### src/design/nt_params.svh
// widths, line offsets and field positions for the non-temporal store unit
`ifndef NT_PARAMS_SVH
`define NT_PARAMS_SVH

`define NT_ADDR_W      32
`define NT_OFS_W       5
`define NT_LINE_BYTES  32
`define NT_LINE_BITS   256
`define NT_REQ_BITS    128
`define NT_QW_BYTES    8
`define NT_PS_BYTES    16
`define NT_MASK_W      8
`define NT_OFS_ZERO    5'h00
`define NT_QW_LANE_HI  4
`define NT_QW_LANE_LO  3
`define NT_PS_LANE     4

`endif

### src/design/nt_pkg.sv
// types shared by the non-temporal store, prefetch and fence unit
`default_nettype none
`include "nt_params.svh"

package nt_pkg;

   typedef enum logic [2:0]
   {
      NT_STORE_QUADWORD      = 3'h0,
      NT_STORE_PACKED_SINGLE = 3'h1,
      MASKED_BYTE_STORE      = 3'h2,
      PREFETCH_ALL_LEVELS    = 3'h3,
      PREFETCH_LEVEL_TWO_A   = 3'h4,
      PREFETCH_LEVEL_TWO_B   = 3'h5,
      PREFETCH_NONTEMPORAL   = 3'h6,
      STORE_FENCE            = 3'h7
   } op_t;

   typedef enum logic [2:0]
   {
      UNCACHEABLE_TYPE     = 3'h0,
      WRITE_COMBINING_TYPE = 3'h1,
      WRITE_THROUGH_TYPE   = 3'h4,
      WRITE_PROTECTED_TYPE = 3'h5,
      WRITE_BACK_TYPE      = 3'h6
   } mem_type_t;

   typedef enum logic [2:0]
   {
      ST_IDLE  = 3'h0,
      ST_EXEC  = 3'h1,
      ST_DRAIN = 3'h3,
      ST_EVICT = 3'h2,
      ST_FILL  = 3'h6
   } state_t;

endpackage : nt_pkg

`default_nettype wire

### src/design/nontemporal_store_prefetch_fence.sv
// non-temporal store, prefetch hint and store fence unit of the core
`default_nettype none
`include "nt_params.svh"

module nontemporal_store_prefetch_fence
(
   input  wire logic                         clk,
   input  wire logic                         resetn,
   input  wire logic                         req_valid,
   output var  logic                         req_ready,
   input  wire nt_pkg::op_t                  req_op,
   input  wire logic [`NT_ADDR_W-1:0]        req_addr,
   input  wire logic [`NT_REQ_BITS-1:0]      req_data,
   input  wire logic [`NT_MASK_W-1:0]        req_mask,
   input  wire nt_pkg::mem_type_t            req_mtype,
   input  wire logic                         cache_l1_hit,
   input  wire logic                         cache_l2_hit,
   output var  logic                         evict_valid,
   output var  logic [`NT_ADDR_W-1:0]        evict_addr,
   input  wire logic                         evict_ready,
   output var  logic                         fill_valid,
   output var  logic [`NT_ADDR_W-1:0]        fill_addr,
   output var  logic                         fill_l1,
   output var  logic                         fill_l2,
   output var  logic                         fill_nt,
   input  wire logic                         fill_ready,
   output var  logic                         bus_valid,
   output var  logic [`NT_ADDR_W-1:0]        bus_addr,
   output var  logic [`NT_LINE_BITS-1:0]     bus_data,
   output var  logic [`NT_LINE_BYTES-1:0]    bus_be,
   output var  logic                         bus_wc,
   input  wire logic                         bus_ready,
   output var  logic                         fence_done
);
   import nt_pkg::*;

   typedef struct packed
   {
      state_t                              st;
      logic                                req_ready;
      op_t                                 p_op;
      logic [`NT_ADDR_W-1:0]               p_addr;
      logic [`NT_REQ_BITS-1:0]             p_data;
      logic [`NT_MASK_W-1:0]               p_mask;
      mem_type_t                           p_mtype;
      logic                                p_l1;
      logic                                p_l2;
      logic                                p_live;
      logic                                wc_valid;
      logic [`NT_ADDR_W-`NT_OFS_W-1:0]     wc_line;
      logic [`NT_LINE_BITS-1:0]            wc_data;
      logic [`NT_LINE_BYTES-1:0]           wc_be;
      logic                                bus_valid;
      logic [`NT_ADDR_W-1:0]               bus_addr;
      logic [`NT_LINE_BITS-1:0]            bus_data;
      logic [`NT_LINE_BYTES-1:0]           bus_be;
      logic                                bus_wc;
      logic                                evict_valid;
      logic [`NT_ADDR_W-1:0]               evict_addr;
      logic                                fill_valid;
      logic [`NT_ADDR_W-1:0]               fill_addr;
      logic                                fill_l1;
      logic                                fill_l2;
      logic                                fill_nt;
      logic                                fence_done;
   } unit_state_t;

   unit_state_t                        q;
   unit_state_t                        next_q;
   logic [`NT_LINE_BITS-1:0]           lane_data;
   logic [`NT_LINE_BYTES-1:0]          lane_be;
   logic [`NT_LINE_BITS-1:0]           merged_data;
   logic [`NT_LINE_BYTES-1:0]          merged_be;
   logic [`NT_ADDR_W-`NT_OFS_W-1:0]    p_line;
   logic                               cacheable;
   logic                               is_prefetch;
   logic                               no_move;

   assign p_line = q.p_addr[`NT_ADDR_W-1:`NT_OFS_W];

   // byte lanes of the pending store placed into its 32-byte line
   // masked store reuses quadword lanes; unmasked bytes keep old data
   genvar i;
   generate
      for (i = 0; i < `NT_LINE_BYTES; i++)
      begin : g_lane
         localparam int QB = i % `NT_QW_BYTES;
         localparam int PB = i % `NT_PS_BYTES;
         logic qw_sel;
         logic ps_sel;
         assign qw_sel = (int'(q.p_addr[`NT_QW_LANE_HI:`NT_QW_LANE_LO])
                          == i / `NT_QW_BYTES);
         assign ps_sel = (int'(q.p_addr[`NT_PS_LANE]) == i / `NT_PS_BYTES);
         assign lane_be[i] =
            (q.p_op == NT_STORE_QUADWORD)      ? qw_sel :
            (q.p_op == NT_STORE_PACKED_SINGLE) ? ps_sel :
            (q.p_op == MASKED_BYTE_STORE)      ? qw_sel & q.p_mask[QB] :
            1'b0;
         assign lane_data[i*8 +: 8] =
            (q.p_op == NT_STORE_PACKED_SINGLE) ? q.p_data[PB*8 +: 8]
                                               : q.p_data[QB*8 +: 8];
         assign merged_be[i] = q.wc_be[i] | lane_be[i];
         assign merged_data[i*8 +: 8] = lane_be[i] ? lane_data[i*8 +: 8]
                                                   : q.wc_data[i*8 +: 8];
      end
   endgenerate

   always_comb
   begin
      // write-protected counts as uncacheable, so its stores go straight to the bus uncombined
      cacheable = (q.p_mtype == WRITE_BACK_TYPE)
               || (q.p_mtype == WRITE_THROUGH_TYPE)
               || (q.p_mtype == WRITE_COMBINING_TYPE);
      is_prefetch = (q.p_op == PREFETCH_ALL_LEVELS)
                 || (q.p_op == PREFETCH_LEVEL_TWO_A)
                 || (q.p_op == PREFETCH_LEVEL_TWO_B)
                 || (q.p_op == PREFETCH_NONTEMPORAL);
      unique case (q.p_op)
         PREFETCH_LEVEL_TWO_A,
         PREFETCH_LEVEL_TWO_B: no_move = q.p_l1 | q.p_l2;
         default:              no_move = q.p_l1;
      endcase
   end

   always_comb
   begin
      next_q = q;
      next_q.fence_done = 1'b0;
      unique case (q.st)
         ST_IDLE:
         begin
            next_q.req_ready = 1'b1;
            // hit flags are sampled once, together with the request
            if (req_valid && q.req_ready)
            begin
               next_q.p_op      = req_op;
               next_q.p_addr    = req_addr;
               next_q.p_data    = req_data;
               next_q.p_mask    = req_mask;
               next_q.p_mtype   = req_mtype;
               next_q.p_l1      = cache_l1_hit;
               next_q.p_l2      = cache_l2_hit;
               next_q.p_live    = 1'b1;
               next_q.req_ready = 1'b0;
               next_q.st        = ST_EXEC;
            end
         end
         ST_EXEC:
         begin
            if (q.p_op == STORE_FENCE)
            begin
               if (q.wc_valid)
               begin
                  next_q.bus_valid = 1'b1;
                  next_q.bus_addr  = {q.wc_line, `NT_OFS_ZERO};
                  next_q.bus_data  = q.wc_data;
                  next_q.bus_be    = q.wc_be;
                  next_q.bus_wc    = 1'b1;
                  next_q.wc_valid  = 1'b0;
                  next_q.wc_be     = '0;
                  next_q.st        = ST_DRAIN;
               end
               else
               begin
                  // nothing older is pending, so the fence completes now
                  next_q.fence_done = 1'b1;
                  next_q.p_live     = 1'b0;
                  next_q.req_ready  = 1'b1;
                  next_q.st         = ST_IDLE;
               end
            end
            else if (is_prefetch)
            begin
               if (no_move)
               begin
                  next_q.p_live    = 1'b0;
                  next_q.req_ready = 1'b1;
                  next_q.st        = ST_IDLE;
               end
               else
               begin
                  next_q.fill_valid = 1'b1;
                  next_q.fill_addr  = {p_line, `NT_OFS_ZERO};
                  next_q.fill_l1 = (q.p_op == PREFETCH_ALL_LEVELS)
                                || (q.p_op == PREFETCH_NONTEMPORAL);
                  next_q.fill_l2 = (q.p_op != PREFETCH_NONTEMPORAL);
                  next_q.fill_nt = (q.p_op == PREFETCH_NONTEMPORAL);
                  next_q.st      = ST_FILL;
               end
            end
            else if (q.wc_valid && (!cacheable || q.wc_line != p_line))
            begin
               // one line is buffered: another line or an uncached store
               // pushes it out first, so uncached writes stay behind it
               next_q.bus_valid = 1'b1;
               next_q.bus_addr  = {q.wc_line, `NT_OFS_ZERO};
               next_q.bus_data  = q.wc_data;
               next_q.bus_be    = q.wc_be;
               next_q.bus_wc    = 1'b1;
               next_q.wc_valid  = 1'b0;
               next_q.wc_be     = '0;
               next_q.st        = ST_DRAIN;
            end
            else if (!cacheable)
            begin
               next_q.bus_valid = 1'b1;
               next_q.bus_addr  = {p_line, `NT_OFS_ZERO};
               next_q.bus_data  = lane_data;
               next_q.bus_be    = lane_be;
               next_q.bus_wc    = 1'b0;
               next_q.p_live    = 1'b0;
               next_q.st        = ST_DRAIN;
            end
            else if (q.p_l1 || q.p_l2)
            begin
               next_q.evict_valid = 1'b1;
               next_q.evict_addr  = {p_line, `NT_OFS_ZERO};
               next_q.st          = ST_EVICT;
            end
            else
            begin
               next_q.wc_valid  = 1'b1;
               next_q.wc_line   = p_line;
               next_q.wc_data   = merged_data;
               next_q.wc_be     = merged_be;
               next_q.p_live    = 1'b0;
               next_q.req_ready = 1'b1;
               next_q.st        = ST_IDLE;
            end
         end
         ST_DRAIN:
         begin
            if (bus_ready)
            begin
               next_q.bus_valid = 1'b0;
               // the request that forced the drain is retried from EXEC
               if (q.p_live)
               begin
                  next_q.st = ST_EXEC;
               end
               else
               begin
                  next_q.req_ready = 1'b1;
                  next_q.st        = ST_IDLE;
               end
            end
         end
         ST_EVICT:
         begin
            if (evict_ready)
            begin
               next_q.evict_valid = 1'b0;
               // hits cleared so the retried store merges into the buffer
               next_q.p_l1        = 1'b0;
               next_q.p_l2        = 1'b0;
               next_q.st          = ST_EXEC;
            end
         end
         ST_FILL:
         begin
            if (fill_ready)
            begin
               next_q.fill_valid = 1'b0;
               next_q.p_live     = 1'b0;
               next_q.req_ready  = 1'b1;
               next_q.st         = ST_IDLE;
            end
         end
         default:
         begin
            // unused state codes fall back to idle, dropping the request and strobes but keeping the buffered line
            next_q.st          = ST_IDLE;
            next_q.req_ready   = 1'b0;
            next_q.p_live      = 1'b0;
            next_q.bus_valid   = 1'b0;
            next_q.evict_valid = 1'b0;
            next_q.fill_valid  = 1'b0;
         end
      endcase
   end

   // synchronous reset clears every field: idle, not ready, nothing valid
   always_ff @(posedge clk)
   begin
      if (!resetn)
      begin
         q <= '0;
      end
      else
      begin
         q <= next_q;
      end
   end

   // every output is a field of the registered state
   assign req_ready   = q.req_ready;
   assign evict_valid = q.evict_valid;
   assign evict_addr  = q.evict_addr;
   assign fill_valid  = q.fill_valid;
   assign fill_addr   = q.fill_addr;
   assign fill_l1     = q.fill_l1;
   assign fill_l2     = q.fill_l2;
   assign fill_nt     = q.fill_nt;
   assign bus_valid   = q.bus_valid;
   assign bus_addr    = q.bus_addr;
   assign bus_data    = q.bus_data;
   assign bus_be      = q.bus_be;
   assign bus_wc      = q.bus_wc;
   assign fence_done  = q.fence_done;

endmodule : nontemporal_store_prefetch_fence

`default_nettype wire

### config.mk
export PLATFORM = sky130hd
export DESIGN_NAME = nontemporal_store_prefetch_fence
export DESIGN_NICKNAME = d
export VERILOG_FILES = /design/src/design/nt_pkg.sv /design/src/design/nontemporal_store_prefetch_fence.sv
export VERILOG_INCLUDE_DIRS = /design/src /design/src/design
export SDC_FILE = /design/constraint.sdc
export NUM_CORES = 2
export LEC_CHECK = 0
export BUFFER_PORTS_ARGS = -buffer_cell sky130_fd_sc_hd__buf_2
export CAP_MARGIN = 10
export CORE_UTILIZATION = 62
export CTS_CLUSTER_DIAMETER = 80
export CTS_CLUSTER_SIZE = 28
export DETAILED_ROUTE_END_ITERATION = 12
export GPL_ROUTABILITY_DRIVEN = 0
export GPL_TIMING_DRIVEN = 0
export PLACE_DENSITY = 0.86
export SETUP_SLACK_MARGIN = 0.15
export SYNTH_ARGS = -nofsm -noshare
export SYNTH_HDL_FRONTEND = slang
export SYNTH_SLANG_ARGS = --single-unit
### constraint.sdc
create_clock -name clk -period 5.6 [get_ports clk]
set_input_delay 0.28 -clock clk [delete_from_list [all_inputs] [get_ports clk]]
set_output_delay 0.28 -clock clk [all_outputs]
set_load 0.01 [all_outputs]
==> results.toml <==
[final_layout]
nets = 5510
fin_cells = 6179
area_growth_pct = 17.4
drive_above_1_share_pct = 21.1

[worst_setup_path]
required_ns = 6.16
crit_arrival_ns = 4.61
crit_type = "flip-flop to flip-flop"
path_max_fanout = 10
cp-end-kind = "flip-flop"
crit_path_start_kind = "flip-flop"

[cts]
cts_buffers = 38
cts_tree = "yes"
insertion_delay_ns = 0.64
cts_root_buf = "clkbuf_16"
cts_sinks = 871
cts_buffer_depth = 3
clk_pin_slew_worst_paths_ns = 0.11
cts_resized = 0
htreeDepth = 2

[power]
netSwitchingPower_mw = 7.55
clkPwrFrac_pct = 18.5
power.share.sequential_pct = 43.4
ir_drop_v = 0.000279
intPower_mw = 11.6
p_leak_nw = 18.2
combPwrFrac_pct = 38.1
power.share.switching_pct = 39.5
powerDensity_mw_per_mm2 = 415

[placed_design]
dp_slack_ns = 2.04
dp_hpwl_mm = 115
dp_cells = 5952
port_buffers = 556

[synthesis]
yosys_warnings = 0
synth-seq-cells = 871
syn_area_mm2 = 0.0393
synthTopCellsByArea = "dfxtp_1 (44%), mux2i_1 (8.9%), buf_4 (7.4%), nand2_1 (7.1%), a311oi_1 (6.3%)"
synth_cell_types = 59
async_flop_share_pct = 0
syn_inst = 4543
synth-edff-count = 0
yosys.area.top_type = "dfxtp_1"
synth_top_cell_area_share_pct = 44.4
ys_dominant_reg_cell = "dfxtp_1"
syn_avg_cell_area_um2 = 8.65
ys_seq_area_share_pct = 44.4

[min_path]
hold_path_class = "input pin to flip-flop"

[die]
rows = 91
die_h_um = 254
fp.dieW_um = 254
coreArea_mm2 = 0.0622
die_area_mm2 = 0.0644
initial_utilization_pct = 63.2
io_pins = 575

[grt]
track_usage_pct = 47.4
gr-total-overflow = 0
grt_max_degree = 29
grt_pass1_wl_mm = 229
antenna_found_initial = 11
grt_pass1_vias = 38191

[detailed_routing]
final_antenna_net_count = 0
totalWireLength_mm = 159
avgViaCountPerCell = 6.54
vias = 40408
firstDrtPassIters = 10
drt_iter0_drc = 6680
drc = 0
wl_per_cell_um = 25.7

[outcome]
status = "complete, no violations"

[sta]
slew_headroom_pct = 2.45
hold_violations = 0
setup_violations = 0
rsz0062_at_grt = "no"
fin_crit_sh_pct = 72.3
setup_tns_ns = 0
period_minus_slack_ns = 4.05
clock.fmax_ghz = 0.247
worstMarginPinSlew_ns = 1.46
skew_ns = 0.0236
finalMaxSlewViolations = 0
fin_ws_ns = 1.55

[run]
maxCapViolations = 0
## registers in the layout, summed over array words and instances (netlist names)
signal and cells:
evict_valid 1, g_lane.ps_sel 1, bus_addr 27, bus_wc 1, bus_be 32, req_ready 1
fill_valid 1, lane_data 64, fence_done 1, evict_addr 27, bus_data 256, fill_addr 27
fill_l1 1, fill_nt 1, q 401, bus_valid 1, fill_l2 1, p_line 27
## synth_stat cells (2+ instances only)
library cell	number
a21o_1	29
a21oi_1	246
a221o_1	33
a311oi_1	283
a31o_2	32
a31oi_1	3
and2_1	2
and3_1	18
and4_1	28
and4b_1	2
buf_1	13
buf_2	59
buf_4	390
buf_6	2
clkbuf_1	350
dfxtp_1	871
inv_1	6
mux2i_1	349
nand2_1	740
nand2b_1	69
nand3_1	130
nand3_2	13
nand4_1	10
nand4b_1	2
nor2_1	48
nor2b_1	2
nor3_1	322
nor3_4	7
nor3b_1	3
nor4_1	12
o211a_1	2
o21ai_0	319
o22ai_1	2
o31ai_1	28
or2_2	3
or3_1	66
xnor2_1	23
xor2_1	5
## final timing paths
path	from	endpoint	slack, ns	cells past startpoint
max	q[883]$_SDFFE_PN0P_	q[670]$_SDFFE_PN0P_	1.55	8
min	req_data[32]	lane_data[32]$_SDFFE_PN0P_	0.006	3
max reg2reg	q[883]$_SDFFE_PN0P_	q[670]$_SDFFE_PN0P_	1.55	8
min reg2reg	q[477]$_SDFFE_PN0P_	q[477]$_SDFFE_PN0P_	0.46	2
## layout by cell type (no fill, tap or decap), types with 3 or more instances in the layout
master	count
inv_1	6
buf_8	3
a31oi_1	3
buf_6	3
buf_2	615
nor3_1	322
nand3_1	130
clkbuf_16	41
nor2_1	48
nand2b_1	69
xor2_1	5
nor3_4	7
a221o_1	33
nand3_2	13
clkbuf_1	350
nor3b_1	3
a21oi_1	246
and3_1	18
or3_1	66
buf_4	390
nor4_1	12
dlygate4sd3_1	171
diode_2	4
dfxtp_1	871
xnor2_1	23
o31ai_1	28
a311oi_1	283
o21ai_0	319
and4_1	28
conb_1	15
nand2_1	740
a21o_1	29
a31o_2	32
or2_2	3
nand4_1	10
mux2i_1	349
buf_1	13
## power by group through the flow
stage | combinational (mW) | sequential (mW) | clock, mW
2_1_floorplan | 4.62 | 7.73 | 0
3_3_place_gp | 6.69 | 8.31 | 0
3_5_place_dp | 6.84 | 8.32 | 0
4_1_cts | 6.98 | 8.18 | 3.47
5_1_grt | 7.64 | 8.30 | 3.69
6_report | 7.29 | 8.32 | 3.54
## critical path, stage by stage (launching register included)
cell and delay, ns:
dfxtp_1 0.38, clkbuf_1 0.26, nand2_1 0.20, nand2b_1 0.35
nor3_1 1.02, buf_2 0.40, buf_2 0.41, nand3_2 0.53
mux2i_1 0.36
## per-stage QoR
step	utilization, %	hold WS (ns)	instance area, um^2	power [mW]
floorplan	-	0.416	39400	12.4
global placement	69.5	0.439	43200	15.0
detailed placement	69.5	0.444	43200	15.2
CTS	74.2	0.000530	46100	18.6
global route	74.2	0.0247	46100	19.6
finish	74.2	0.00637	46100	19.1
## what timing repair did
item / in CTS / in global routing
setup buffers: 0 / 0
hold endpoints to repair: 171 / 0
hold buffers: 171 / 0
## layout make-up
class	count	area, um^2
flip-flops and latches	871	17400
multi-input cells	2864	17300
fillers	4590	16000
plain buffers	815	4620
repair buffers	731	4560
well taps	837	1050
clock buffers	43	1040
clock inverters	7	118
inverters	7	26.3
diodes	4	10.0
## cells by family (layout without fill, tap and decap cells)
| logic type | count (synthesis) | after routing | share of synthesized area (%) |
|---|---|---|---|
| and+or+nand+nor | 1482 | 1482 | 17.7 |
| AOI/OAI and AO/OA | 990 | 990 | 16.6 |
| DFF | 871 | 871 | 44.4 |
| buffers and inverters | 822 | 1603 | 11.8 |
| muxes | 349 | 349 | 8.89 |
| xor gates and xnor gates | 28 | 28 | 0.624 |
| other | 1 | 19 | 0.00954 |
## metal layers
layer | GRT usage, % | up-vias | wire [um]
li1 | - | 17291 | -
met1 | 55.8 | 18720 | 52700
met2 | 69.8 | 3479 | 66600
met3 | 16.1 | 902 | 24100
met4 | 39.5 | 16 | 15500
met5 | 0 | - | 105
No activity file was read; power rests on OpenSTA's default activity.
